--- src/tmon_defines.vh ---
// constants for the temperature monitor register bank
`ifndef TMON_DEFINES_VH
`define TMON_DEFINES_VH
// read addresses
`define TMON_RA_LOCAL_VAL   8'h00
`define TMON_RA_REM_VAL_H   8'h01
`define TMON_RA_STATUS1     8'h02
`define TMON_RA_CONFIG      8'h03
`define TMON_RA_RATE        8'h04
`define TMON_RA_LOC_HI      8'h05
`define TMON_RA_LOC_LO      8'h06
`define TMON_RA_REM_HI_H    8'h07
`define TMON_RA_REM_LO_H    8'h08
// write addresses of the split part of the map
`define TMON_WA_CONFIG      8'h09
`define TMON_WA_RATE        8'h0a
`define TMON_WA_LOC_HI      8'h0b
`define TMON_WA_LOC_LO      8'h0c
`define TMON_WA_REM_HI_H    8'h0d
`define TMON_WA_REM_LO_H    8'h0e
`define TMON_WA_ONE_SHOT    8'h0f
// shared read/write addresses, plus read-only remote low byte at 0x10 and status two at 0x23
`define TMON_A_REM_VAL_L    8'h10
`define TMON_A_OFF_H        8'h11
`define TMON_A_OFF_L        8'h12
`define TMON_A_REM_HI_L     8'h13
`define TMON_A_REM_LO_L     8'h14
`define TMON_A_OVERTEMP_OUT_N        8'h19
`define TMON_A_FILTER       8'h22
`define TMON_RA_STATUS2     8'h23
`define TMON_A_OFF2_H       8'h34
`define TMON_A_OFF2_L       8'h35
// field positions
`define TMON_CFG_BANK       3
`define TMON_CFG_STANDBY    6
`define TMON_FLT_SCL_TMO    7
`define TMON_FLT_SDA_TMO    6
`define TMON_FLT_MASK_LOC   5
`define TMON_FLT_RSVD_MASK  8'hef
`define TMON_OFFL_MASK      8'hc0
// reset values
`define TMON_RST_ZERO       8'h00
`define TMON_RST_RATE       8'h07
`define TMON_RST_LIMIT85    8'h55
`define TMON_RST_FILTER     8'h01
// timing and slave address
`define TMON_TMO_MS         25
`define TMON_SLV_ADDR       7'h4c
`endif

--- src/tmon_regs.v ---
// register bank with serial slave, offset correction and limit filtering
// How it works
// [RQ1] offsets are ten-bit signed quarter-degree values
// [RQ2] channel one offset at 0x11 and 0x12
// [RQ3] channel two offset at 0x34 and 0x35
// [RQ4] config bit 3 steers offset access
// [RQ5] low offset byte keeps bits 7:6 only
// [RQ6] offset spans minus 128 to 127.75
// [RQ7] offset added to raw remote reading
// [RQ8] offsets reset to zero
// [RQ9] write 0x0f in standby starts one conversion
// [RQ10] host ignores alarm outputs in one-shot mode
// [RQ11] alarm after one to four consecutive faults
// [RQ12] filter register at 0x22, bit 4 reserved
// [RQ13] bit 7 enables clock-line timeout
// [RQ14] bit 6 enables data-line timeout
// [RQ15] bit 5 masks local limit alarms
// [RQ16] control registers read 03-08, write 09-0e
// [RQ17] temperature high byte banked by config bit
// [RQ18] temperature low byte banked, resets zero
// [RQ19] remote high limit resets 0x55, banked
// [RQ20] remote high limit low byte at 0x13
// [RQ21] overtemp limit at 0x19 resets 0x55
// [RQ22] unmasked flags latch the alarm output
// [RQ23] status read clears only gone conditions
// [RQ24] fault counter restarts on in-limit reading
`timescale 1ns/1ps
`include "tmon_defines.vh"
module tmon_regs #(
   parameter CLK_MHZ     = 100,                             // core clock rate
   parameter TIMEOUT_CYC = `TMON_TMO_MS * 1000 * CLK_MHZ    // bus inactivity timeout in cycles
) (
   input  wire       core_clk_in,     // core clock
   input  wire       rst_n_in,        // async reset, active low
   input  wire       scl_in,          // serial clock pin
   input  wire       sda_in,          // serial data pin level
   output wire       sda_out,         // data drive level, always low
   output wire       sda_oe_out,      // data pull-down enable
   input  wire       meas_valid_in,   // one-cycle strobe from converter
   input  wire [1:0] meas_chan_in,    // 0 local, 1 remote one, 2 remote two
   input  wire [9:0] meas_raw_in,     // raw reading, 8.2 format
   input  wire       meas_busy_in,    // converter busy level
   input  wire       open1_in,        // remote one sensor open
   input  wire       open2_in,        // remote two sensor open
   output wire       one_shot_out,    // one-cycle conversion request
   output wire       alert_n_out,     // alarm, active low
   output wire       overtemp_n_out   // overtemp comparator, active low
);
   // slave states, one-hot
   localparam [4:0] ST_IDLE = 5'b00001;
   localparam [4:0] ST_ADDR = 5'b00010;
   localparam [4:0] ST_PTR  = 5'b00100;
   localparam [4:0] ST_DATA = 5'b01000;
   localparam [4:0] ST_READ = 5'b10000;
   localparam [21:0] TMO_LIM = TIMEOUT_CYC[21:0];

   // pin synchronisers plus a history stage for edges
   reg [2:0] scl_q;                   // [0] first stage, [1] synced, [2] previous
   reg [2:0] sda_q;
   wire      scl_rise = scl_q[1] & ~scl_q[2];
   wire      scl_fall = ~scl_q[1] & scl_q[2];
   wire      bus_start = scl_q[1] & scl_q[2] & ~sda_q[1] & sda_q[2];
   wire      bus_stop  = scl_q[1] & scl_q[2] & sda_q[1] & ~sda_q[2];

   // slave engine
   reg [4:0]  st_q;                   // slave state
   reg [3:0]  bit_q;                  // bits seen in current byte slot
   reg [7:0]  sh_q;                   // shift register
   reg        rw_q;                   // direction of transaction
   reg        mack_q;                 // master acknowledged read byte
   reg [7:0]  ptr_q;                  // register select pointer
   reg        oe_q;                   // pull-down enable
   reg [21:0] tmo_q;                  // inactivity counter

   // register storage
   reg [7:0] cfg_q, rate_q, lhi_q, llo_q, filt_q, lval_q;
   reg [7:0] rhh_q [0:1];             // remote high limit high bytes
   reg [7:0] rlh_q [0:1];             // remote low limit high bytes
   reg [7:0] rhl_q [0:1];             // remote high limit low bytes
   reg [7:0] rll_q [0:1];             // remote low limit low bytes
   reg [7:0] offh_q [0:1];            // offset high bytes
   reg [7:0] offl_q [0:1];            // offset low bytes, bits 7:6 used
   reg [7:0] overtemp_out_n_q [0:1];           // overtemp limits
   reg [9:0] rval_q [0:1];            // corrected remote readings
   reg       one_shot_q;

   // conditions, counters and flags per channel 0..2
   reg [2:0] hi_c_q, lo_c_q, th_c_q;  // live out-of-limit levels
   reg [2:0] hi_f_q, lo_f_q;          // sticky flags
   reg [2:0] open_f_q;                // sticky open flags, [0] unused
   reg [2:0] cnt_q [0:2];             // consecutive fault counts
   reg       alert_n_q, overtemp_n_q;

   wire       bank = cfg_q[`TMON_CFG_BANK];
   reg  [7:0] rd_data;

   // consecutive count needed
   reg  [2:0] need;
   always @* begin
      case (filt_q[3:1])               // [RQ11]
         3'b000:  need = 3'd1;
         3'b001:  need = 3'd2;
         3'b011:  need = 3'd3;
         3'b111:  need = 3'd4;
         default: need = 3'd1;         // odd codes fall back to one
      endcase
   end

   // status images
   wire [7:0] status1 = {meas_busy_in, hi_f_q[0], lo_f_q[0], hi_f_q[1], lo_f_q[1],
                         open_f_q[1], th_c_q[1], th_c_q[0]};
   wire [7:0] status2 = {3'b000, hi_f_q[2], lo_f_q[2], open_f_q[2], th_c_q[2], ~alert_n_q};

   // read mux
   always @* begin
      case (ptr_q)
         `TMON_RA_LOCAL_VAL: rd_data = lval_q;
         `TMON_RA_REM_VAL_H: rd_data = rval_q[bank][9:2];            // [RQ17]
         `TMON_RA_STATUS1:   rd_data = status1;
         `TMON_RA_CONFIG:    rd_data = cfg_q;                         // [RQ16]
         `TMON_RA_RATE:      rd_data = rate_q;
         `TMON_RA_LOC_HI:    rd_data = lhi_q;
         `TMON_RA_LOC_LO:    rd_data = llo_q;
         `TMON_RA_REM_HI_H:  rd_data = rhh_q[bank];                   // [RQ19]
         `TMON_RA_REM_LO_H:  rd_data = rlh_q[bank];
         `TMON_A_REM_VAL_L:  rd_data = {rval_q[bank][1:0], 6'b000000}; // [RQ18]
         `TMON_A_OFF_H:      rd_data = offh_q[bank];                  // [RQ4] [RQ2]
         `TMON_A_OFF_L:      rd_data = offl_q[bank] & `TMON_OFFL_MASK; // [RQ5]
         `TMON_A_REM_HI_L:   rd_data = rhl_q[bank];                   // [RQ20]
         `TMON_A_REM_LO_L:   rd_data = rll_q[bank];
         `TMON_A_OVERTEMP_OUT_N:      rd_data = overtemp_out_n_q[bank];                 // [RQ21]
         `TMON_A_FILTER:     rd_data = filt_q;                        // [RQ12]
         `TMON_RA_STATUS2:   rd_data = status2;
         `TMON_A_OFF2_H:     rd_data = offh_q[1];                     // [RQ3]
         `TMON_A_OFF2_L:     rd_data = offl_q[1] & `TMON_OFFL_MASK;
         default:            rd_data = 8'h00;  // unmapped reads as zero
      endcase
   end

   // slave engine events used by the register file
   wire byte_done = scl_fall & (bit_q == 4'd8);
   wire slot_done = scl_fall & (bit_q == 4'd9);
   wire wr_stb    = byte_done & st_q[3];                 // data byte written
   wire ld_stb    = slot_done & ((st_q[1] & rw_q) | (st_q[4] & mack_q)); // read byte loaded
   wire rd_st1    = ld_stb & (ptr_q == `TMON_RA_STATUS1);
   wire rd_st2    = ld_stb & (ptr_q == `TMON_RA_STATUS2);
   wire tmo_hit   = (tmo_q == TMO_LIM);

   // synchronisers; first stage feeds only the second
   always @(posedge core_clk_in or negedge rst_n_in) begin
      if (!rst_n_in) begin
         scl_q <= 3'b111;
         sda_q <= 3'b111;
      end else begin
         scl_q <= {scl_q[1:0], scl_in};
         sda_q <= {sda_q[1:0], sda_in};
      end
   end

   // inactivity timeout, counts while an enabled line sits low
   always @(posedge core_clk_in or negedge rst_n_in) begin
      if (!rst_n_in) begin
         tmo_q <= 22'd0;
      end else if (st_q[0] | tmo_hit) begin
         tmo_q <= 22'd0;                                  // idle bus or fired
      end else if ((filt_q[`TMON_FLT_SCL_TMO] & ~scl_q[1]) | // [RQ13]
                   (filt_q[`TMON_FLT_SDA_TMO] & ~sda_q[1])) begin // [RQ14]
         tmo_q <= tmo_q + 22'd1;
      end else begin
         tmo_q <= 22'd0;
      end
   end

   // serial slave state machine
   always @(posedge core_clk_in or negedge rst_n_in) begin
      if (!rst_n_in) begin
         st_q   <= ST_IDLE;
         bit_q  <= 4'd0;
         sh_q   <= 8'h00;
         rw_q   <= 1'b0;
         mack_q <= 1'b0;
         ptr_q  <= 8'h00;
         oe_q   <= 1'b0;
      end else if (bus_start) begin
         st_q  <= ST_ADDR;                                // also repeated start
         bit_q <= 4'd0;
         oe_q  <= 1'b0;
      end else if (bus_stop | tmo_hit) begin
         st_q  <= ST_IDLE;                                // timeout frees the data line
         oe_q  <= 1'b0;
      end else if (!st_q[0]) begin
         if (scl_rise) begin
            bit_q <= bit_q + 4'd1;
            if (bit_q < 4'd8 && !st_q[4]) begin
               sh_q <= {sh_q[6:0], sda_q[1]};             // receive
            end
            if (bit_q == 4'd8 && st_q[4]) begin
               mack_q <= ~sda_q[1];                       // master ack level
            end
         end else if (scl_fall) begin
            case (bit_q)
               4'd8: begin                                // acknowledge slot
                  if (st_q[1]) begin
                     if (sh_q[7:1] == `TMON_SLV_ADDR) begin
                        oe_q <= 1'b1;
                        rw_q <= sh_q[0];
                     end else begin
                        st_q <= ST_IDLE;                  // not for us
                        oe_q <= 1'b0;
                     end
                  end else if (st_q[4]) begin
                     oe_q <= 1'b0;                        // master owns ack
                  end else begin
                     oe_q <= 1'b1;
                     if (st_q[2]) begin
                        ptr_q <= sh_q;
                     end
                  end
               end
               4'd9: begin                                // slot over
                  bit_q <= 4'd0;
                  if (ld_stb) begin
                     st_q <= ST_READ;
                     sh_q <= rd_data;
                     oe_q <= ~rd_data[7];
                  end else if (st_q[4]) begin
                     st_q <= ST_IDLE;                     // master said no more
                     oe_q <= 1'b0;
                  end else begin
                     st_q <= st_q[1] ? ST_PTR : ST_DATA;
                     oe_q <= 1'b0;
                  end
               end
               default: begin
                  if (st_q[4]) begin
                     oe_q <= ~sh_q[3'd7 - bit_q[2:0]];    // next read bit
                  end
               end
            endcase
         end
      end
   end

   // register writes and one-shot request
   always @(posedge core_clk_in or negedge rst_n_in) begin
      if (!rst_n_in) begin
         cfg_q      <= `TMON_RST_ZERO;
         rate_q     <= `TMON_RST_RATE;
         lhi_q      <= `TMON_RST_LIMIT85;
         llo_q      <= `TMON_RST_ZERO;
         filt_q     <= `TMON_RST_FILTER;                  // [RQ13] [RQ14] [RQ15]
         rhh_q[0]   <= `TMON_RST_LIMIT85;                 // [RQ19]
         rhh_q[1]   <= `TMON_RST_LIMIT85;
         rlh_q[0]   <= `TMON_RST_ZERO;
         rlh_q[1]   <= `TMON_RST_ZERO;
         rhl_q[0]   <= `TMON_RST_ZERO;                    // [RQ20]
         rhl_q[1]   <= `TMON_RST_ZERO;
         rll_q[0]   <= `TMON_RST_ZERO;
         rll_q[1]   <= `TMON_RST_ZERO;
         offh_q[0]  <= `TMON_RST_ZERO;                    // [RQ8]
         offh_q[1]  <= `TMON_RST_ZERO;
         offl_q[0]  <= `TMON_RST_ZERO;
         offl_q[1]  <= `TMON_RST_ZERO;
         overtemp_out_n_q[0] <= `TMON_RST_LIMIT85;                 // [RQ21]
         overtemp_out_n_q[1] <= `TMON_RST_LIMIT85;
         one_shot_q <= 1'b0;
      end else begin
         one_shot_q <= 1'b0;
         if (wr_stb) begin
            case (ptr_q)
               `TMON_WA_CONFIG:   cfg_q  <= sh_q;         // [RQ16]
               `TMON_WA_RATE:     rate_q <= sh_q;
               `TMON_WA_LOC_HI:   lhi_q  <= sh_q;
               `TMON_WA_LOC_LO:   llo_q  <= sh_q;
               `TMON_WA_REM_HI_H: rhh_q[bank] <= sh_q;
               `TMON_WA_REM_LO_H: rlh_q[bank] <= sh_q;
               // data is dropped, only the write matters
               `TMON_WA_ONE_SHOT: one_shot_q <= cfg_q[`TMON_CFG_STANDBY]; // [RQ9]
               `TMON_A_OFF_H:     offh_q[bank] <= sh_q;  // [RQ4]
               `TMON_A_OFF_L:     offl_q[bank] <= sh_q & `TMON_OFFL_MASK; // [RQ5]
               `TMON_A_REM_HI_L:  rhl_q[bank] <= sh_q;
               `TMON_A_REM_LO_L:  rll_q[bank] <= sh_q;
               `TMON_A_OVERTEMP_OUT_N:     overtemp_out_n_q[bank] <= sh_q;
               `TMON_A_FILTER:    filt_q <= sh_q & `TMON_FLT_RSVD_MASK; // [RQ12]
               `TMON_A_OFF2_H:    offh_q[1] <= sh_q;     // [RQ3]
               `TMON_A_OFF2_L:    offl_q[1] <= sh_q & `TMON_OFFL_MASK;
               default: ;                                 // read-only or unmapped
            endcase
         end
      end
   end

   // offset correction for the addressed remote channel
   wire        rsel   = (meas_chan_in == 2'd2);
   wire [9:0]  offs   = {offh_q[rsel], offl_q[rsel][7:6]};           // [RQ1] [RQ6]
   wire [11:0] sum    = {2'b00, meas_raw_in} + {{2{offs[9]}}, offs}; // [RQ7]
   // clamp keeps the stored value inside the 0..255.75 range
   wire [9:0]  corr   = sum[11] ? 10'h000 : (sum[10] ? 10'h3ff : sum[9:0]);
   wire        is_rem = (meas_chan_in == 2'd1) | rsel;
   wire        m_hi   = is_rem ? (corr > {rhh_q[rsel], rhl_q[rsel][7:6]})
                               : (meas_raw_in[9:2] > lhi_q);
   wire        m_lo   = is_rem ? (corr <= {rlh_q[rsel], rll_q[rsel][7:6]})
                               : (meas_raw_in[9:2] <= llo_q);
   wire        m_th   = is_rem & (corr[9:2] > overtemp_out_n_q[rsel]);
   wire [1:0]  ch     = (meas_chan_in == 2'd3) ? 2'd0 : meas_chan_in;
   wire        m_trip = (m_hi | m_lo) & ((cnt_q[ch] + 3'd1) >= need);

   // measurement capture, counters and sticky flags
   integer i;
   always @(posedge core_clk_in or negedge rst_n_in) begin
      if (!rst_n_in) begin
         lval_q    <= `TMON_RST_ZERO;
         rval_q[0] <= 10'h000;                            // [RQ18]
         rval_q[1] <= 10'h000;
         hi_c_q    <= 3'b000;
         lo_c_q    <= 3'b000;
         th_c_q    <= 3'b000;
         hi_f_q    <= 3'b000;
         lo_f_q    <= 3'b000;
         open_f_q  <= 3'b000;
         for (i = 0; i < 3; i = i + 1) begin
            cnt_q[i] <= 3'd0;
         end
      end else begin
         // reading status clears a flag only once its cause is gone; a new set wins
         for (i = 0; i < 3; i = i + 1) begin
            if (((i == 2) ? rd_st2 : rd_st1) && !hi_c_q[i]) hi_f_q[i] <= 1'b0; // [RQ23]
            if (((i == 2) ? rd_st2 : rd_st1) && !lo_c_q[i]) lo_f_q[i] <= 1'b0;
         end
         if (rd_st1 && !open1_in) open_f_q[1] <= 1'b0;
         if (rd_st2 && !open2_in) open_f_q[2] <= 1'b0;
         if (open1_in) open_f_q[1] <= 1'b1;
         if (open2_in) open_f_q[2] <= 1'b1;
         if (meas_valid_in) begin
            if (is_rem) begin
               rval_q[rsel] <= corr;
            end else begin
               lval_q <= meas_raw_in[9:2];
            end
            hi_c_q[ch] <= m_hi;
            lo_c_q[ch] <= m_lo;
            th_c_q[ch] <= m_th;
            if (m_hi | m_lo) begin
               if (cnt_q[ch] < need) cnt_q[ch] <= cnt_q[ch] + 3'd1; // [RQ11]
            end else begin
               cnt_q[ch] <= 3'd0;                         // [RQ24]
            end
            if (m_trip & m_hi) hi_f_q[ch] <= 1'b1;
            if (m_trip & m_lo) lo_f_q[ch] <= 1'b1;
         end
      end
   end

   // alarm latch and overtemp comparator output
   wire loc_flags = (hi_f_q[0] | lo_f_q[0]) & ~filt_q[`TMON_FLT_MASK_LOC]; // [RQ15]
   wire any_flag  = loc_flags | (|hi_f_q[2:1]) | (|lo_f_q[2:1]) | (|open_f_q[2:1]);
   always @(posedge core_clk_in or negedge rst_n_in) begin
      if (!rst_n_in) begin
         alert_n_q    <= 1'b1;
         overtemp_n_q <= 1'b1;
      end else begin
         alert_n_q    <= ~any_flag;                       // [RQ22]
         overtemp_n_q <= ~(|th_c_q);
      end
   end

   reg sda_lvl_q;                                         // drive level register
   always @(posedge core_clk_in or negedge rst_n_in) begin
      if (!rst_n_in) sda_lvl_q <= 1'b0;
      else sda_lvl_q <= 1'b0;                             // open drain only pulls low
   end

   assign sda_out        = sda_lvl_q;
   assign sda_oe_out     = oe_q;
   assign one_shot_out   = one_shot_q;
   assign alert_n_out    = alert_n_q;
   assign overtemp_n_out = overtemp_n_q;
endmodule // tmon_regs

--- config.mk ---
export PLATFORM = sky130hd
export DESIGN_NAME = tmon_regs
export DESIGN_NICKNAME = d
export VERILOG_FILES = /design/src/tmon_regs.v
export VERILOG_INCLUDE_DIRS = /design/src
export SDC_FILE = /design/constraint.sdc
export NUM_CORES = 1
export LEC_CHECK = 0
export BUFFER_PORTS_ARGS = -buffer_cell sky130_fd_sc_hd__buf_4
export CAP_MARGIN = 20
export CORE_AREA = 10 10 181 183
export CTS_CLUSTER_SIZE = 10
export DETAILED_ROUTE_END_ITERATION = 8
export DIE_AREA = 0 0 191 193
export GPL_ROUTABILITY_DRIVEN = 0
export GPL_TIMING_DRIVEN = 0
export PLACE_DENSITY = 0.65
export SLEW_MARGIN = 20
export SYNTH_ARGS = -nofsm -noshare
export SYNTH_HDL_FRONTEND = slang
export SYNTH_SLANG_ARGS = --single-unit
--- constraint.sdc ---
create_clock -name core_clk_in -period 6.4 [get_ports core_clk_in]
set_clock_uncertainty 0.15 [all_clocks]
set_input_delay 0.32 -clock core_clk_in [delete_from_list [all_inputs] [get_ports core_clk_in]]
set_output_delay 0.32 -clock core_clk_in [all_outputs]
set_load 0.03 [all_outputs]
# [Word level (Yosys, flattened, before mapping)]
# Cells that the tools add are included.
[op_classes] bitwise_logic=56 reduce_logical=65 mul=0 n_mux=132 n_shift=0 n_div=0 n_addsub=5 n_eq_ne=43 n_lt_le_gt_ge=17
[op_table] op="two-way mux 8 bit" n=48
[op_table] op="case mux 8 bit (19 select lines)" n=1
[op_table] op="bitwise mux 16 bit" n=7
[op_table] op="equality test 8 x 4 -> 1 bit (second input constant)" n=8
[op_table] op="two-way mux 10 bit" n=6
[op_table] op="equality test 8 x 5 -> 1 bit (second input constant)" n=6
[op_table] op="two-way mux 22 bit" n=2
[op_table] op="two-way mux 5 bit" n=8
[op_table] op="AND reduction 2 bit" n=17
[op_table] op="equality test 8 x 3 -> 1 bit (second input constant)" n=4
[op_table] op="equality test 8 x 6 -> 1 bit (second input constant)" n=4
[op_table] op="two-way mux 4 bit" n=8
[op_table] op="case mux 8 bit (2 select lines)" n=2
[op_table] op="two-way mux 1 bit" n=26
[op_table] op="adder 22 x 1 -> 22 bit (second input constant)" n=1
[op_table] op="AND 1 bit" n=22
[op_table] op="equality test 22 bit (second input constant)" n=1
[op_table] op="two-way mux 3 bit" n=7
[op_table] op="bitwise mux 20 bit" n=1
[op_table] op="two-way mux 9 bit" n=2
[op_table] op="inverter 1 bit" n=17
[op_table] op="equality test 8 x 2 -> 1 bit (second input constant)" n=2
[op_table] op="> comparator 8 bit" n=2
[op_table] op="logical AND 1 bit" n=14
[op_table] op="other kinds (62)" n=102
[word_totals] ram_bits=0 inputBits=20 latchBits=0 output_inout_bits=5 mem_count=0 ff_bits=264 romBits=0

# [Depth between registers and ports, before layout]
# Gate-level depths: netlist of run 1.
[depth] ltp_word=15 mapped_depth=22 ltp_nobuf=20

# [Worst setup path before layout of run 1]
# Ideal clock, no wire load.
[synth_timing] kind="in2reg" from="in meas_chan_in[0]" to="reg cnt_q[0] (netlist bit)" setup_time_ns=0.139 path_slack_ns=1.181 required_ns=6.111 path_stages=22 t_arrival_ns=4.930 cell_sequence="inv_1 ha_1 clkbuf_1 buf_1 buf_1 mux2_2 ha_1 nand3_1 o211ai_1 o41ai_2 nor2_1 a211oi_2 o21ai_0 inv_1 ha_1 a21o_1 a21o_1 a21oi_1 o211ai_1 a21o_1 a221oi_1 nor3_1"
[synth_between] elab_chain_cells=13 word_cells_on_any_way=50
[synth_rtl] element="from (decl)" line="tmon_regs.v:40" text="input wire [1:0] meas_chan_in,"
[synth_rtl] element="equality test 2 bit *" line="tmon_regs.v:294" text="wire rsel = (meas_chan_in == 2'd2);"
[synth_rtl] element="inverter 1 -> 2 bit (not written as such) *" line="tmon_regs.v:295" text="wire [9:0] offs = {offh_q[rsel], offl_q[rsel][7:6]};"
[synth_rtl] element="two-way mux 8 bit (not written as such) (3 in series)" line="tmon_regs.v:295"
[synth_rtl] element="adder 11 x 10 -> 12 bit *" line="tmon_regs.v:296" text="wire [11:0] sum = {2'b00, meas_raw_in} + {{2{offs[9]}}, offs};"
[synth_rtl] element="two-way mux 10 bit" line="tmon_regs.v:298" text="wire [9:0] corr = sum[11] ? 10'h000 : (sum[10] ? 10'h3ff : sum[9:0]);"
[synth_rtl] element="two-way mux 10 bit *" line="tmon_regs.v:298"
[synth_rtl] element="named net corr[3]" line="tmon_regs.v:298"
[synth_rtl] element="> comparator 10 bit or less-or-equal comparator 10 bit (tied branches)" line="tmon_regs.v:300, tmon_regs.v:302"
[synth_rtl] element="two-way mux 1 bit, on equally long branches" line="tmon_regs.v:300, tmon_regs.v:302"
[synth_rtl] element="bitwise OR 1 bit *" line="tmon_regs.v:343" text="if (m_hi | m_lo) begin"
[synth_rtl] element="!= test 2 x 1 -> 1 bit (no line)"
[synth_rtl] element="AND reduction 2 bit (no line)"
[synth_rtl] element="to (signal, indexed assignment)" line="tmon_regs.v:322" text="cnt_q[i] <= 3'd0;"
[synth_rtl] element="to (signal, indexed assignment)" line="tmon_regs.v:346" text="cnt_q[ch] <= 3'd0;"
[synth_rtl] element="to (decl)" line="tmon_regs.v:91" text="reg [2:0] cnt_q [0:2];"
# Mark *: on every way through the listed nets, which the timed path passes. The rest lies on a longest branch. The select of a mux whose other input is x is not followed.
# A chain may end at the register's enable or synchronous reset.

# [Final worst setup path of run 1]
[layout_timing] from="in meas_chan_in[0]" to="reg cnt_q[5] (netlist bit)"
# The elaborated chain is that of the path after synthesis.

==> impl_metrics.env, run 1 <==
export IMPL_maxCapViolCount=0
export IMPL_routedWlPerCell_um=24.37
export IMPL_antenna_left=0
export IMPL_seqPwrFrac_pct=44.0
export IMPL_synth_compound_area_share_pct=12.72
export IMPL_power_internal_uw=2835
export IMPL_critPathLaunchType="input port"
export IMPL_postCtsSetupBuffers=0
export IMPL_dr_pass1_iters=7
export IMPL_area_growth_synth_to_final_pct=12.40
export IMPL_yosys_area_share_adder_pct=6.493
export IMPL_ys_top_cells_by_area="dfrtp_1 (38%), mux2_2 (13%), ha_1 (6.4%)"
export IMPL_synth_distinct_cells=78
export IMPL_die_area_um2=36860
export IMPL_tightestPinTransition_ns=1.165
export IMPL_hold_viol=0
export IMPL_rr_worst_depth=18
export IMPL_nets=1543
export IMPL_syn_area_um2=14380
export IMPL_path_max_fanout=10
export IMPL_die_h_um=193
export IMPL_worstPathArrival_ns=6.23
export IMPL_drtIter0Drc=1357
export IMPL_viasPerCell=6.269
export IMPL_synthSimpleGateAreaFrac_pct=14.85
export IMPL_synth_xor_area_share_pct=1.767
export IMPL_max_freq_mhz=169.2
export IMPL_cellPowerDensity_nw_per_um2=250.2
export IMPL_combPwrFrac_pct=15.9
export IMPL_synth_cells=1378
export IMPL_end_kind="flip-flop"
export IMPL_htreeDepth=1
export IMPL_critPathMaxStageDelay_ns=0.51
export IMPL_cts_tree="yes"
export IMPL_routed_wl_mm=45.30
export IMPL_cp_slowest_cell="a211oi_2"
export IMPL_fin_crit_sh_pct=92.32
export IMPL_setup_viol=0
export IMPL_hpwl_mm=33.12
export IMPL_rows=63
export IMPL_grt_pass1_wl_mm=69.49
export IMPL_clk_pin_slew_ns=0.06
export IMPL_min_period_ns=5.909
export IMPL_final_cell_mix="dfrtp_1 (219), mux2_2 (162), nand2_1 (138)"
export IMPL_min_path_type="input port to asynchronous set/reset pin"
export IMPL_finalPower_uw=4043
export IMPL_dp_cells=1794
export IMPL_antenna_found_initial=0
export IMPL_status="finished, final reports clean"
export IMPL_die_width_um=191
export IMPL_tns_ns=0
export IMPL_multi_input_area_um2=7503
export IMPL_worst_setup_path_type="input port to flip-flop"
export IMPL_clkPwrFrac_pct=40.1
export IMPL_swShare_pct=29.88
export IMPL_clock_root_buffer="clkbuf_16"
export IMPL_clock_latency_ns=0.57
export IMPL_seq_area_um2=6347
export IMPL_clock_sinks=252
export IMPL_synth_top_family_by_area="multiplexers"
export IMPL_num_antenna_cells=0
export IMPL_required_ns=6.73
export IMPL_synth_seq_cells=252
export IMPL_yosysSeqAreaShare_pct=44.16
export IMPL_synth_largest_area_cell="dfrtp_1"
export IMPL_grt_pass1_vias=11471
export IMPL_cts_buffers=30
export IMPL_synth_edf_count=0
export IMPL_fp_coreArea_um2=29240
export IMPL_synth_flop_cell="dfrtp_1"
export IMPL_grt_max_degree=80
export IMPL_start_util_pct=49.16
export IMPL_synth_top_area_share_pct=38.12
export IMPL_mostFrequentLayoutCell="dfrtp_1"
export IMPL_fillers=2565
export IMPL_drc=0
export IMPL_grt_usage_pct=24.51
export IMPL_via_count=11655
export IMPL_crit_top_cell="ha_1"
export IMPL_rsz0062_at_grt="false"
export IMPL_netSwitchingPower_uw=1208
export IMPL_grt_overflow_total=0
export IMPL_synthArstFlopShare_pct=100.0
export IMPL_maxSlewViolCount=0
export IMPL_port_buffers=23
export IMPL_max_slew_margin_pct=20.34
export IMPL_ios=25
export IMPL_synthMuxAreaShare_pct=16.35
export IMPL_final_cells=1859
export IMPL_ir_drop_v=0.0002635
export IMPL_p_leak_uw=0.007152
export IMPL_synth_area_per_cell_um2=10.43
export IMPL_syn_nets=1472
export IMPL_yosys_warnings=0
export IMPL_layout_drive_gt1_share_pct=21.31
export IMPL_crit_chain="buf_4 > inv_1 > ha_1 > clkbuf_1 > clkbuf_2 > mux2_2 > ha_1 > fa_1 > a21oi_1 > o211ai_1 > o41ai_2 > nor2_1 > a211oi_2 > o21ai_0 > inv_1 > ha_1 > a21o_1 > a21oi_1 > o221ai_1 > a221oi_1 > a211o_1 > a221oi_1 > a311oi_1"
export IMPL_clockBufferDepth=3
## flip-flops by register name (all words and copies together), names as in the netlist, 4 cells and up
signal	flops
ptr_q	8
st_q	5
tmo_q	22
rhl_q	16
offl_q	4
overtemp_out_n_q	16
sh_q	8
rll_q	16
filt_q	7
offh_q	16
lval_q	8
rhh_q	16
rlh_q	16
rval_q	20
rate_q	8
cnt_q	9
lhi_q	8
bit_q	4
cfg_q	8
llo_q	8
## cell usage after synthesis, types with 6 or more instances
library cell and n:
dfrtp_1 219, mux2_2 162, nand2_1 138, nor2_1 76
ha_1 73, o21ai_0 68, inv_1 55, a21oi_1 52
mux2i_1 48, clkbuf_1 43, nand3_1 38, dfstp_2 33
nor3_1 21, a22oi_1 20, buf_2 20, and3_1 19
a221oi_1 18, nand4_1 18, a21o_1 17, and2_1 15
xnor2_1 15, nor2b_1 14, xor2_1 14, o211ai_1 10
nor4b_1 9, a222oi_1 8, nand2b_1 8, o22ai_1 8
o31ai_1 8, a22o_1 7, a31oi_1 7, buf_1 6
nor4_1 6, o221ai_1 6, or3_1 6
## metal layers
metal | track usage [%] | part of all wire, %
met3 | 5.755 | 8.9
met2 | 38.83 | 45
met5 | 0 | 0
met1 | 32.02 | 42
met4 | 9.479 | 4.3
## final cells by class
cell class | count | share of cell area, %
buffer | 73 | 1.982
inverter | 55 | 1.278
tap | 390 | 3.020
multi-input combinational | 998 | 46.44
clock inverter | 4 | 0.5033
sequential | 252 | 39.28
clock buffer | 48 | 5.064
timing repair buffer | 39 | 2.431
## power groups by stage
stage,sequential [µW],clock (µW),combinational (µW)
2_1_floorplan,1770,0,356
3_3_place_gp,1800,0,603
3_5_place_dp,1800,0,621
4_1_cts,1780,1630,630
5_1_grt,1790,1700,695
6_report,1780,1620,642
## final timing paths
check                                start        end  slack, ns
setup reg to reg                 offl_q[6]   cnt_q[5]       1.00
setup / recovery           meas_chan_in[0]   cnt_q[5]       0.49
hold / removal                    rst_n_in  rval_q[4]       0.08
hold reg to reg                   sda_q[0]   sda_q[1]       0.20
max in group asynchronous         rst_n_in   sda_q[1]       4.95
min in group core_clk_in     meas_valid_in  hi_f_q[1]       0.08
## logic make-up after synthesis
kind of cell,count (synthesis)
AND/OR/NAND/NOR,411
AO/OA/AOI/OAI,271
flip-flops,252
multiplexers,212
buffers and inverters,128
adder cells (fa/ha/maj),74
XOR/XNOR,29
other,1
## per-stage QoR
stage	setup WS [ns]	utilization [%]	area, µm²	hold slack (ns)
after floorplan	1.181	-	14380	-0.1256
after global placement	-0.3344	51.41	15040	0.1972
after detailed placement	-0.4646	51.72	15130	0.05834
after CTS	0.1174	55.24	16160	0.06070
after global routing	0.1027	55.25	16160	0.07613
final	0.4913	55.25	16160	0.07526
## critical path, delay by kind of cell
family	cells	cell delay, ns
AOI/OAI and AO/OA	12	3.20
buffers and inverters	5	1.12
adders and majority gates	4	1.05
and+or+nand+nor	1	0.11
muxes	1	0.44
## timing repair
item / CTS / global route
hold buffers: 13 / 0
setup endpoints to repair: 0 / 20
hold endpoints to repair: 180 / 0
gates resized for setup: 0 / 2
Note: power is estimated with default switching activity, not from simulation.
==> run 2: changes to the inputs <==
Settings changed: ABC_AREA from default to 1, CORE_AREA 10 10 181 183 to 10 10 185 187, DIE_AREA 0 0 191 193 to 0 0 195 197, PLACE_DENSITY 0.65 to default.
==> run 2 against run 1 <==
Via count rose by 16%. Core utilization barely moved. Critical path depth grew 9. Cell area rose by 4.0%. Die area is 4.2% higher. Register-to-register slack improved by 0.33 ns. Combinational power increased by 21%. Count of clock-buffer cells in the layout increased by 6. Worst hold slack worse by 0.049 ns. Synthesized area up 4.5%. Setup slack got worse by 0.015 ns. Sequential power is essentially flat. Critical path type unchanged. Critical endpoint is now cnt_q[1].
==> impl_metrics.env, run 2 <==
export IMPL_routed_wl_mm=46.89
export IMPL_antenna_left=0
export IMPL_rr_startpoint="offl_q[6]"
export IMPL_clk_pin_slew_ns=0.06
export IMPL_ys_top_cells_by_area="dfrtp_1 (36%), nand2_1 (16%), o21ai_0 (6.4%)"
export IMPL_rows=64
export IMPL_regToRegEndpoint="cnt_q[1]"
export IMPL_maxCapViolCount=0
export IMPL_status="finished, final reports clean"
export IMPL_maxSlewViolCount=0
export IMPL_num_antenna_cells=0
export IMPL_required_ns=6.70
export IMPL_largest_reg_flops=22
export IMPL_start_util_pct=49.35
export IMPL_hpwl_mm=35.24
export IMPL_grt_overflow_total=0
export IMPL_fin_area_um2=16810
export IMPL_viasPerCell=5.446
export IMPL_max_flop_register="tmo_q"
export IMPL_syn_area_um2=15020
export IMPL_crit_top_cell="nand2_1"
export IMPL_min_path_type="input port to flip-flop"
export IMPL_cts_buffers=31
export IMPL_die_h_um=197
export IMPL_final_core_util_pct=55.23
export IMPL_die_width_um=195
export IMPL_top_regs="tmo_q: 22 flops, rval_q: 20 flops"
export IMPL_max_slew_margin_pct=34.46
export IMPL_end_kind="flip-flop"
export IMPL_clock_sinks=252
export IMPL_worst_setup_path_type="input port to flip-flop"
export IMPL_die_area_um2=38420
export IMPL_critPathLaunchType="input port"
export IMPL_synth_top_area_share_pct=36.50
export IMPL_yosysSeqAreaShare_pct=42.27
export IMPL_antenna_found_initial=0
export IMPL_synth_area_per_cell_um2=7.504
export IMPL_setup_viol=0
export IMPL_syn_nets=2095
export IMPL_mostFrequentLayoutCell="nand2_1"
export IMPL_port_buffers=23
export IMPL_synth_edf_count=0
export IMPL_routedWlPerCell_um=18.82
export IMPL_final_cell_mix="nand2_1 (628), dfrtp_1 (219), inv_1 (193), o21ai_0 (193), nor2_1 (138)"
export IMPL_synth_cells=2001
export IMPL_max_freq_mhz=168.8
export IMPL_dpl_cell_area_um2=15750
export IMPL_synth_seq_cells=252
export IMPL_grt_max_degree=94
export IMPL_grt_pass1_vias=12994
export IMPL_cellPowerDensity_nw_per_um2=251.2
export IMPL_drc=0
export IMPL_drtIter0Drc=1407
export IMPL_clockBufferDepth=3
export IMPL_synth_most_common_cell="nand2_1"
export IMPL_hold_viol=0
export IMPL_clock_latency_ns=0.58
export IMPL_ys_top_cells_by_count="nand2_1 (628), dfrtp_1 (219), inv_1 (193), o21ai_0 (193), nor2_1 (138)"
export IMPL_tns_ns=0
export IMPL_cts_tree="yes"
export IMPL_tightestPinTransition_ns=0.9831
export IMPL_ir_drop_v=0.0002062
export IMPL_nets=2164
export IMPL_crit_path_start="meas_chan_in[0]"
export IMPL_fp_coreArea_um2=30430
export IMPL_rsz0062_at_grt="false"
export IMPL_ios=25
export IMPL_worstPathArrival_ns=6.23
export IMPL_yosys_warnings=0
export IMPL_synthArstFlopShare_pct=100.0
export IMPL_area_growth_synth_to_final_pct=11.93
export IMPL_dp_cells=2422
export IMPL_htreeDepth=1
export IMPL_p_leak_uw=0.007872
export IMPL_cp_endpoint="cnt_q[1]"
export IMPL_rr_worst_depth=28
export IMPL_grt_usage_pct=24.12
export IMPL_synth_flop_cell="dfrtp_1"
export IMPL_grt_pass1_wl_mm=74.20
export IMPL_path_max_fanout=10
export IMPL_cp_slowest_cell="a21oi_1"
export IMPL_fin_crit_sh_pct=92.56
export IMPL_via_count=13566
export IMPL_critPathMaxStageDelay_ns=0.61
export IMPL_synth_distinct_cells=49
export IMPL_dr_pass1_iters=6
export IMPL_clock_root_buffer="clkbuf_16"
export IMPL_final_cells=2491
export IMPL_synth_largest_area_cell="dfrtp_1"
export IMPL_ff2ff_setup_slack_ns=1.33
export IMPL_layout_drive_gt1_share_pct=9.928
export IMPL_min_period_ns=5.924
## run 2: cell types whose count changed after synthesis, moves of 20 or more
| cell | previous run | this run |
|---|---|---|
| nand2_1 | 138 | 628 |
| mux2i_1 | 48 | 0 |
| o21ai_1 | 2 | 59 |
| o21ai_0 | 68 | 193 |
| nor2_1 | 76 | 138 |
| a21oi_1 | 52 | 74 |
| mux2_2 | 162 | 0 |
| inv_1 | 55 | 193 |
| nand3_1 | 38 | 126 |
| a22oi_1 | 20 | 0 |
## run 2: kinds of logic (layout without fill, tap and decap cells)
kind of cell	Yosys count	count (layout)	share of synthesized area [%]
DFF	252	252	42.27
and+or+nand+nor	1003	1003	29.50
other	1	1	0.02497
AOI/OAI and AO/OA	365	365	12.81
buffers and inverters	280	374	7.616
xor gates and xnor gates	26	26	1.567
adders and majority gates	74	74	6.216
## run 2: how the worst min path moves through the flow
stage / from / end / slack [ns] / cells after the start
6_report: meas_raw_in[9] / lval_q[7] / 0.03 / 3
5_1_grt: meas_raw_in[9] / lval_q[7] / 0.02 / 3
4_1_cts: meas_raw_in[9] / lval_q[7] / 0.01 / 3
3_5_place_dp: rst_n_in / llo_q[6] / 0.18 / 1
3_3_place_gp: sda_q[0] / sda_q[1] / 0.20 / 0
2_1_floorplan: rst_n_in / bit_q[0] / -0.13 / 0
## run 2: timing repair
item,CTS,global route
buffers inserted,0,0
hold endpoints to repair,84,0
gates resized for setup,0,0
hold buffers,11,0
## run 2: critical path, delay by kind of cell
kind                       cells  cell delay, ns
AOI/OAI and AO/OA              4            1.58
adders and majority gates      3            1.16
buffers and inverters          8            1.51
and+or+nand+nor               17            1.64
## run 2: where the power goes
part	switching, µW	leakage (µW)	internal, µW
clock	682	0.000460	984
combinational	574	0.00416	201
sequential	75.8	0.00325	1710
## run 2: layout make-up
cell class	count	area, µm²
flip-flops and latches	252	6347
clock buffers	54	902.1
inverters	211	798.3
repair buffers	36	345.3
clock inverters	4	48.80
plain buffers	69	345.3
multi-input cells	1469	7525
well taps	396	495.5
fillers	2989	13620
## run 2: stage by stage
stage / worst slack (ns) / power, µW / hold WS (ns)
global route: 0.2669 / 4415 / 0.02172
detailed placement: 0.1919 / 2566 / 0.1818
finish: 0.4762 / 4222 / 0.02661
floorplan: 2.196 / 2222 / -0.1256
global placement: 0.2284 / 2553 / 0.1960
CTS: 0.7606 / 4250 / 0.01025
## run 2: per-layer routing
layer	share of wire [%]	vias up	track usage, %
met5	0	-	0
met4	3.1	0	6.900
met3	7.4	86	4.124
met2	44	472	37.12
met1	46	6382	34.20
li1	-	6626	-
==> run 3: changes to the inputs <==
Settings changed: BUFFER_PORTS_ARGS -buffer_cell sky130_fd_sc_hd__buf_4 to -buffer_cell sky130_fd_sc_hd__buf_2.
==> run 3 against run 2 <==
Non-clock buffer count up 2. Fmax up 0.33%. Core utilization down 0.19 points. Sequential share of layout area up 0.13 points. Count of clock-buffer cells in the layout up 1. Highest routed layer unchanged. Clock power down 4%. Combinational power up 0.5%. Global-route usage up 0.30 points. Worst hold slack worse by 0.017 ns. Register-to-register slack better by 0.03 ns.
==> impl_metrics.env, run 3 (synthesis gave the netlist of run 2 again) <==
export IMPL_clk_pin_slew_ns=0.05
export IMPL_clock_root_buffer="clkbuf_16"
export IMPL_nets=2165
export IMPL_final_cell_mix="nand2_1 (628), dfrtp_1 (219), inv_1 (193), o21ai_0 (193), nor2_1 (138)"
export IMPL_grt_max_degree=100
export IMPL_layout_drive_gt1_share_pct=9.833
export IMPL_required_ns=6.70
export IMPL_die_area_um2=38420
export IMPL_htreeDepth=1
export IMPL_dr_pass1_iters=6
export IMPL_drtIter0Drc=1291
export IMPL_maxCapViolCount=0
export IMPL_status="finished, final reports clean"
export IMPL_critPathLaunchType="input port"
export IMPL_via_count=13742
export IMPL_viasPerCell=5.517
export IMPL_fillers=2959
export IMPL_grt_pass1_vias=13082
export IMPL_timing_hold_ws_ns=0.01008
export IMPL_mostFrequentLayoutCell="nand2_1"
export IMPL_setup_viol=0
export IMPL_cts_repair_resized=0
export IMPL_antenna_left=0
export IMPL_max_slew_margin_pct=32.08
export IMPL_num_antenna_cells=0
export IMPL_grt_usage_pct=24.42
export IMPL_drc=0
export IMPL_setup_ws_ns=0.4957
export IMPL_worstPathArrival_ns=6.21
export IMPL_start_util_pct=49.35
export IMPL_min_period_ns=5.904
export IMPL_max_flop_register="tmo_q"
export IMPL_cp_slowest_cell="o21ai_0"
export IMPL_worstHoldStart="meas_raw_in[9]"
export IMPL_fin_crit_sh_pct=92.25
export IMPL_top_regs="tmo_q: 22 flops, rval_q: 20 flops"
export IMPL_path_max_fanout=10
export IMPL_place_ws_ns=0.1503
export IMPL_regToRegEndpoint="cnt_q[1]"
export IMPL_grt_pass1_wl_mm=75.29
export IMPL_cts_tree="yes"
export IMPL_die_h_um=197
export IMPL_p_leak_uw=0.007851
export IMPL_postCtsSetupBuffers=0
export IMPL_area_growth_synth_to_final_pct=11.55
export IMPL_hold_viol=0
export IMPL_hold_depth=3
export IMPL_clock_latency_ns=0.57
export IMPL_clockBufferDepth=3
export IMPL_routed_wl_mm=47.16
export IMPL_fp_coreArea_um2=30430
export IMPL_hold_end="lval_q[7]"
export IMPL_rows=64
export IMPL_fin_area_um2=16750
export IMPL_rsz0062_at_grt="false"
export IMPL_rr_startpoint="offh_q[5]"
export IMPL_largest_reg_flops=22
export IMPL_cellPowerDensity_nw_per_um2=249.0
export IMPL_rr_worst_depth=28
export IMPL_hpwl_mm=35.29
export IMPL_die_width_um=195
export IMPL_cts_hold_buf=12
export IMPL_tns_ns=0
export IMPL_dpl_cell_area_um2=15720
export IMPL_end_kind="flip-flop"
export IMPL_min_path_type="input port to flip-flop"
export IMPL_max_freq_mhz=169.4
export IMPL_ios=25
export IMPL_ir_drop_v=0.0002365
export IMPL_critPathMaxStageDelay_ns=0.60
export IMPL_routedWlPerCell_um=18.93
export IMPL_maxSlewViolCount=0
export IMPL_worst_setup_path_type="input port to flip-flop"
export IMPL_crit_top_cell="nand2_1"
export IMPL_cts_buffers=30
export IMPL_tightestPinTransition_ns=1.019
export IMPL_grt_overflow_total=0
export IMPL_seq_area_um2=6347
export IMPL_ff2ff_setup_slack_ns=1.36
export IMPL_port_buffers=23
export IMPL_multi_input_area_um2=7525
export IMPL_clock_sinks=252
export IMPL_antenna_found_initial=0
-- run 3: report_power, final --
group	internal, µW	switching (µW)	leakage [µW]	total (µW)
sequential	1710	74.9	0.00325	1780
combinational	198	580	0.00416	778
clock	940	673	0.000438	1610
-- run 3: metrics by stage --
| stage | cells | utilization, % | power (µW) |
|---|---|---|---|
| floorplan | 2001 | - | 2222 |
| global placement | 2420 | 51.35 | 2547 |
| detailed placement | 2423 | 51.66 | 2571 |
| CTS | 2491 | 55.05 | 4187 |
| global route | 2491 | 55.05 | 4360 |
| finish | 2491 | 55.05 | 4171 |
-- run 3: worst max path at each step --
stage	from	end	slack (ns)	cells past startpoint
6_report	meas_chan_in[0]	cnt_q[1]	0.50	32
5_1_grt	meas_chan_in[0]	cnt_q[1]	0.22	32
4_1_cts	meas_chan_in[0]	cnt_q[1]	0.70	30
3_5_place_dp	meas_chan_in[0]	cnt_q[1]	0.15	30
3_3_place_gp	rst_n_in	tmo_q[13]	0.24	1
2_1_floorplan	meas_chan_in[0]	cnt_q[0]	2.20	30
-- run 3: cell type report --
cell class                 count  area share [%]
sequential                   252           37.90
clock inverter                 1         0.02988
multi-input combinational   1469           44.92
inverter                     211           4.766
buffer                        69           2.062
timing repair buffer          38           1.957
clock buffer                  55           5.408
tap                          396           2.958
-- run 3: layer usage --
layer,share of wire (%),up-vias,global-route usage (%)
met5,0,-,0
met4,3.5,0,7.692
met3,7.2,83,3.971
met2,43,447,37.01
met1,46,6577,34.95
li1,-,6635,-
-- run 3: worst max-delay path: cells and delay by family --
family / cells / cell delay (ns)
adders and majority gates: 3 / 1.18
and+or+nand+nor: 17 / 1.60
AOI/OAI and AO/OA: 4 / 1.58
buffers and inverters: 8 / 1.52
